[src/design/odc_pkg.sv]
// constants, types and pin bundle for the odd ratio clock divider
package odc_pkg;

    // ==========================================================
    // counter values
    localparam logic [2:0] CNT_RESET = 3'h0;
    localparam logic [2:0] LAST_DIV3 = 3'h2;
    localparam logic [2:0] LAST_DIV5 = 3'h4;
    // whole input cycles the rising-edge half stays high
    localparam logic [2:0] HIGH_DIV3 = 3'h1;
    localparam logic [2:0] HIGH_DIV5 = 3'h2;
    // count at whose falling edge the half-cycle extension starts
    localparam logic [2:0] NEG_DIV3 = 3'h0;
    localparam logic [2:0] NEG_DIV5 = 3'h1;

    // ==========================================================
    // pin bundle
    typedef struct packed {
        logic enable;
        logic ratio5;
        logic loss;
    } odc_pins_type;

    // enable reads high while nothing drives it
    localparam odc_pins_type PINS_RESET = '{enable: 1'h1, ratio5: 1'h0, loss: 1'h0};
    localparam logic [0:0] FLAG_RESET = 1'h0;

    // ==========================================================
    // gating states
    typedef enum logic [1:0] {
        ST_OFF,
        ST_ARM,
        ST_RUN
    } odc_state_type;

endpackage : odc_pkg

[src/design/odc_sync.sv]
// two-flop synchroniser for the pin bundle
`timescale 1ns/1ps
module odc_sync
#(
    parameter int WIDTH = 3,
    parameter logic [WIDTH-1:0] RESET_VALUE = '0
)
(
    input wire logic clock_in,
    input wire logic rst_in,
    input wire logic [WIDTH-1:0] async_in,
    output logic [WIDTH-1:0] sync_out
);

    logic [WIDTH-1:0] stage1_q;
    logic [WIDTH-1:0] stage2_q;

    // ==========================================================
    // first stage feeds only the second
    always_ff @(posedge clock_in or posedge rst_in)
    begin
        if (rst_in)
        begin
            stage1_q <= RESET_VALUE;
            stage2_q <= RESET_VALUE;
        end
        else
        begin
            stage1_q <= async_in;
            stage2_q <= stage1_q;
        end
    end

    assign sync_out = stage2_q;

endmodule : odc_sync

[src/design/odc_divider.sv]
// divide by three or five with both clock edges and glitch-free gating
//
// Behaviour
// enable pin sampled on input clock edges only
// enable reads high when nothing drives it
// start after one rising then one falling input edge
// stop after rising edge sampling low and output falling edge
// pulse in progress always finishes at full width
// rising and falling input edges both shape the output
// divide by three: output falls at second cycle's falling edge
// divide by five: output falls at third cycle's falling edge
// loss of input or loss guard freezes output steady
// disabled: true output low, complement high, count restarts full period
// ratio select is static, changed only while disabled or reset
`timescale 1ns/1ps
module odc_divider
(
    input wire logic clock_in,
    input wire logic rst_in,
    input wire logic enable_in,
    input wire logic ratio5_in,
    input wire logic loss_guard_in,
    output logic div_out,
    output logic div_n_out,
    output logic running_out
);
    import odc_pkg::*;

    odc_pins_type pins_raw;
    odc_pins_type pins_s;
    odc_state_type state_q;
    odc_state_type state_d;
    logic [2:0] cnt_q;
    logic [2:0] cnt_d;
    logic pos_q;
    logic pos_d;
    logic neg_q;
    logic neg_d;
    logic go_q;
    logic go_d;
    logic ratio_q;
    logic ratio_d;
    logic halt_q;
    logic halt_d;
    logic running_q;
    logic running_d;
    logic [2:0] last_cnt;
    logic [2:0] high_cnt;
    logic [2:0] neg_cnt;

    // ==========================================================
    // pin capture
    assign pins_raw = '{enable: enable_in, ratio5: ratio5_in, loss: loss_guard_in};

    // synchronous enable sampling
    // enable defaults high out of reset
    odc_sync #(
        .WIDTH($bits(odc_pins_type)),
        .RESET_VALUE(PINS_RESET)
    ) u_sync (
        .clock_in(clock_in),
        .rst_in(rst_in),
        .async_in(pins_raw),
        .sync_out(pins_s)
    );

    // ==========================================================
    // ratio decode
    // ratio latched while off
    // latched copy keeps a late select change from bending a running period
    always_comb
    begin
        if (ratio_q)
        begin
            last_cnt = LAST_DIV5;
            high_cnt = HIGH_DIV5;
            neg_cnt = NEG_DIV5;
        end
        else
        begin
            last_cnt = LAST_DIV3;
            high_cnt = HIGH_DIV3;
            neg_cnt = NEG_DIV3;
        end
    end

    // ==========================================================
    // rising-edge group
    always_comb
    begin
        state_d = state_q;
        cnt_d = cnt_q;
        pos_d = pos_q;
        ratio_d = ratio_q;
        halt_d = halt_q;
        // freeze on loss guard
        if (!pins_s.loss)
        begin
            case (state_q)
                ST_OFF:
                begin
                    // hold low, count parked
                    pos_d = 1'b0;
                    cnt_d = CNT_RESET;
                    halt_d = FLAG_RESET;
                    // ratio follows pin only while off
                    ratio_d = pins_s.ratio5;
                    if (pins_s.enable)
                    begin
                        state_d = ST_ARM;
                    end
                end
                ST_ARM:
                begin
                    if (!pins_s.enable)
                    begin
                        state_d = ST_OFF;
                    end
                    // wait for falling edge
                    else if (go_q)
                    begin
                        state_d = ST_RUN;
                        cnt_d = CNT_RESET;
                        pos_d = 1'b1;
                    end
                end
                ST_RUN:
                begin
                    if (cnt_q == last_cnt)
                    begin
                        // stop only at period end
                        if (!pins_s.enable || halt_q)
                        begin
                            state_d = ST_OFF;
                            cnt_d = CNT_RESET;
                            pos_d = 1'b0;
                            halt_d = FLAG_RESET;
                        end
                        else
                        begin
                            cnt_d = CNT_RESET;
                            pos_d = 1'b1;
                        end
                    end
                    else
                    begin
                        cnt_d = cnt_q + 3'h1;
                        pos_d = (cnt_q + 3'h1) < high_cnt;
                        // low seen mid period
                        // a low that is gone again by period end still stops the run
                        if (!pins_s.enable)
                        begin
                            halt_d = 1'h1;
                        end
                    end
                end
                default:
                begin
                    state_d = ST_OFF;
                end
            endcase
        end
        running_d = (state_d == ST_RUN);
    end

    always_ff @(posedge clock_in or posedge rst_in)
    begin
        if (rst_in)
        begin
            state_q <= ST_OFF;
            cnt_q <= CNT_RESET;
            pos_q <= FLAG_RESET;
            ratio_q <= PINS_RESET.ratio5;
            halt_q <= FLAG_RESET;
            running_q <= FLAG_RESET;
        end
        else
        begin
            state_q <= state_d;
            cnt_q <= cnt_d;
            pos_q <= pos_d;
            ratio_q <= ratio_d;
            halt_q <= halt_d;
            running_q <= running_d;
        end
    end

    // ==========================================================
    // falling-edge group
    always_comb
    begin
        go_d = go_q;
        neg_d = neg_q;
        if (!pins_s.loss)
        begin
            // falling edge after the arming rising edge
            go_d = (state_q == ST_ARM);
            // half-cycle stretch sets the fall
            neg_d = (state_q == ST_RUN) && (cnt_q == neg_cnt);
        end
    end

    always_ff @(negedge clock_in or posedge rst_in)
    begin
        if (rst_in)
        begin
            go_q <= FLAG_RESET;
            neg_q <= FLAG_RESET;
        end
        else
        begin
            go_q <= go_d;
            neg_q <= neg_d;
        end
    end

    // ==========================================================
    // outputs
    // overlap of the two halves keeps the OR free of gaps
    // both edge groups combine
    assign div_out = pos_q | neg_q;
    // complement high while disabled
    assign div_n_out = ~(pos_q | neg_q);
    // registered so the status pin cannot glitch on a state decode
    assign running_out = running_q;

endmodule : odc_divider

[config.mk]
export PLATFORM = sky130hd
export DESIGN_NAME = odc_divider
export DESIGN_NICKNAME = d
export VERILOG_FILES = /design/src/design/odc_pkg.sv /design/src/design/odc_sync.sv /design/src/design/odc_divider.sv
export SDC_FILE = /design/constraint.sdc
export NUM_CORES = 1
export LEC_CHECK = 0
export BUFFER_PORTS_ARGS = -buffer_cell sky130_fd_sc_hd__buf_2
export CORE_UTILIZATION = 60
export DETAILED_ROUTE_END_ITERATION = 7
export PLACE_DENSITY = 0.9
export SLEW_MARGIN = 0
export SYNTH_ARGS = -nofsm -noshare
export SYNTH_HDL_FRONTEND = slang
export SYNTH_HIERARCHICAL = 1
export SYNTH_SLANG_ARGS = --single-unit
[constraint.sdc]
create_clock -name clock_in -period 4.65 [get_ports clock_in]
set_input_delay 0.465 -clock clock_in [delete_from_list [all_inputs] [get_ports clock_in]]
set_output_delay 0.465 -clock clock_in [all_outputs]
set_load 0.02 [all_outputs]
==> flow_summary_export.csv <==
group,metric,value,unit
cts,ctsHoldBuffers,0,
routing,finalWirelength,1464,um
critical_path,cp-start-kind,"flop",
critical_path,r2r-start,"go_q",
sta,rsz0062_at_grt,"no",
die,die_area,1663,sq um
routing,drt_pass1_iterations,4,
routing,viasPerCell,6.029,
global_route,grt_max_degree,13,
routing,drc,0,
synth,avgSynthCellArea,11.42,sq um
global_route,antenna_found_initial,0,
power_and_ir_drop,vdd_drop_max,356.9,uV
cts,post-cts-setup-buffers,0,
synth,ys_ff_latch,17,
cts,clock-sinks,17,
global_route,gr-total-overflow,0,
critical_path,crit_type,"flop to primary output",
critical_path,cp_slowest_cell,"dfrtn_1",
cts,cts_tree,"done",
cts,numCtsBuffers,3,
cts,worstSkewPairLatency,0.28,ns
critical_path,cp.required,4.18,ns
cts,cts_root_buf,"clkbuf_4",
critical_path,arrival,3.45,ns
power_and_ir_drop,total_leakage_power,0.4576,nW
finish,syn_to_final_growth,8.460,%
die,die_h,40.78,um
sta,setup_viol,0,
cts,cts_resized,0,
synth,ys_types,32,
critical_path,cpPeakStageDelay,0.34,ns
sta,holdWs,0.06717,ns
synth,syn_inst,79,
synth,ys_warn_count,6,
die,placementRows,13,
synth,mappedNetlistArea,902.1,sq um
global_route,grt_pass1_vias,540,
finish,nNetsFinal,102,
sta,setup_tns,0,ns
sta,slew_violations,0,
sta,fin_ws,0.7317,ns
global_route,grt_use_total,22.03,%
sta,worst_pin_slew,0.4369,ns
routing,vias,627,
placement,portBuffers,7,
synth,ys_seq_area_share,47.43,%
sta,slew_headroom,70.84,%
job,cap_violations,0,
finish,fill_cells,108,
critical_path,crit_path_start,"neg_q",
placement,gp_congestion,0.7483,
global_route,grt_pass1_wl,2297,um
die,die_w,40.78,um
routing,ant_nets,0,
critical_path,cp-end-kind,"primary output",
power_and_ir_drop,cellPowerDensity,444.7,nW/um^2
synth,syn_nets,91,
worst_hold_path,min_path_type,"input port to asynchronous set/reset pin",
die,ios,8,
placement,pre_cts_ws,0.9669,ns
sta,finalClockSkew,0.008606,ns
cts,cts.path.max_buffers,2,
outcome,status,"finished clean",
die,start_util,66.82,%
critical_path,crit_fanout,2,
routing,post_drt_wl_per_cell,14.08,um
power_and_ir_drop,finalPower,0.4351,mW
routing,first_iter_violations,8,
die,fp.coreArea,1350,sq um
finish,diodes,0,
sta,hold_viol_final,0,
cts,h-tree-depth,1,
critical_path,cp_cell_sequence,"or2_2, inv_1, buf_2",
finish,drive_above_1_share,23.60,%
cts,clk_pin_slew_worst_paths,0.10,ns
placement,hpwl,1162,um
==> layout by cell type (no fill, tap or decap) <==
| cell type | instances |
|---|---|
| inv_1 | 7 |
| dfrtn_1 | 2 |
| a21oi_1 | 1 |
| nand3_4 | 1 |
| clkinv_2 | 1 |
| and3b_1 | 1 |
| nand2b_1 | 2 |
| nand4bb_1 | 1 |
| o21ai_0 | 3 |
| mux2i_1 | 4 |
| or4b_4 | 1 |
| nand3b_1 | 1 |
| nor3_1 | 1 |
| a211oi_4 | 1 |
| a41oi_2 | 2 |
| o21ai_1 | 3 |
| nand2_1 | 7 |
| and4b_1 | 1 |
| xor2_1 | 1 |
| and2_1 | 1 |
| clkbuf_4 | 3 |
| nor2b_1 | 4 |
| or2_2 | 1 |
| buf_2 | 7 |
| nor2_1 | 3 |
| o22ai_1 | 1 |
| nand4_1 | 1 |
| o2bb2ai_1 | 1 |
| o41ai_1 | 1 |
| dfstp_2 | 2 |
| ha_1 | 7 |
| mux2_2 | 2 |
| dfrtp_1 | 13 |
| nand3_1 | 1 |
==> cells in the mapped netlist, drive strengths merged <==
master | n | area, sq um
nand4 | 1 | 6.260
a21oi | 1 | 5.000
or4b | 1 | 13.76
mux2 | 2 | 22.52
nand3b | 1 | 7.510
o41ai | 1 | 8.760
o22ai | 1 | 6.260
and4b | 1 | 10.01
o2bb2ai | 1 | 8.760
o21ai | 6 | 30.02
a211oi | 1 | 20.02
xor2 | 1 | 8.760
nand2b | 2 | 12.51
inv | 7 | 26.28
nand3 | 2 | 22.52
a41oi | 2 | 32.53
ha | 7 | 87.58
mux2i | 4 | 40.04
buf | 1 | 5.000
and3b | 1 | 8.760
nand2 | 7 | 26.28
dfrtp | 13 | 325.3
or2 | 1 | 6.260
nor3 | 1 | 5.000
nor2b | 4 | 25.02
dfrtn | 2 | 50.05
dfstp | 2 | 52.55
nand4bb | 1 | 11.26
nor2 | 3 | 11.26
and2 | 1 | 6.260
==> sequential cells by signal, summed over array words and instances, names as in the netlist <==
name,flops
u_sync/sync_out,3
cnt_q,3
running_out,1
pos_q,1
state_q,2
halt_q,1
ratio_q,1
u_sync/stage1_q,3
neg_q,1
go_q,1
==> power by group <==
group | internal, mW | switching (mW)
Sequential | 0.173 | 0.0241
Clock | 0.0319 | 0.0451
Combinational | 0.0699 | 0.0907
Total | 0.275 | 0.160
==> layout make-up <==
cell class	instances	area [sq um]	share of cell area, %
clock inverters	1	5.005	0.5115
clock buffers	3	22.52	2.302
well taps	15	18.77	1.918
multi-input cells	54	442.9	45.27
repair buffers	7	35.03	3.581
flip-flops and latches	17	427.9	43.73
inverters	7	26.28	2.685
==> metal layers <==
metal / share of wire (%) / GRT usage, % / up-vias
li1: - / - / 296
met1: 44 / 26.62 / 310
met2: 50 / 37.70 / 19
met3: 5.4 / 5.978 / 2
met4: 0.68 / 7.500 / 0
met5: 0 / 0 / -
==> logic make-up (layout without fill, tap and decap cells) <==
logic type               after synthesis  in the layout  synth area share (%)
AO/OA/AOI/OAI                         13             13                 12.34
XOR/XNOR                               1              1                0.9711
adder cells (fa/ha/maj)                7              7                 9.708
buffers and inverters                  8             18                 3.467
flip-flops                            17             17                 47.43
multiplexers                           6              6                 6.935
AND/OR/NAND/NOR                       27             27                 19.14
==> worst max-delay path, delay by kind of cell (launching register included) <==
family / cells / cell delay, ns
buffers and inverters: 2 / 0.20
flip-flops: 1 / 0.34
AND/OR/NAND/NOR: 1 / 0.30
==> worst paths after layout <==
kind	end	slack, ns	cells after the start
worst max-delay path	div_n_out	0.73	3
worst min-delay path	u_sync/stage1_q[1]	0.07	2
worst max register to register	cnt_q[0]	0.97	4
worst min register to register	u_sync/sync_out[1]	0.36	0
max in group asynchronous	go_q	1.93	2
min in group clock_in	u_sync/stage1_q[2]	0.27	1
==> through the flow <==
step / utilization [%] / cells / cell area, sq um
4_1_cts: 72.47 / 104 / 978.4
2_1_floorplan: - / 79 / 902.1
5_1_grt: 72.47 / 104 / 978.4
3_3_place_gp: 70.44 / 100 / 950.9
3_5_place_dp: 70.44 / 100 / 950.9
6_report: 72.47 / 104 / 978.4
Power figures use the tool's default switching activity.
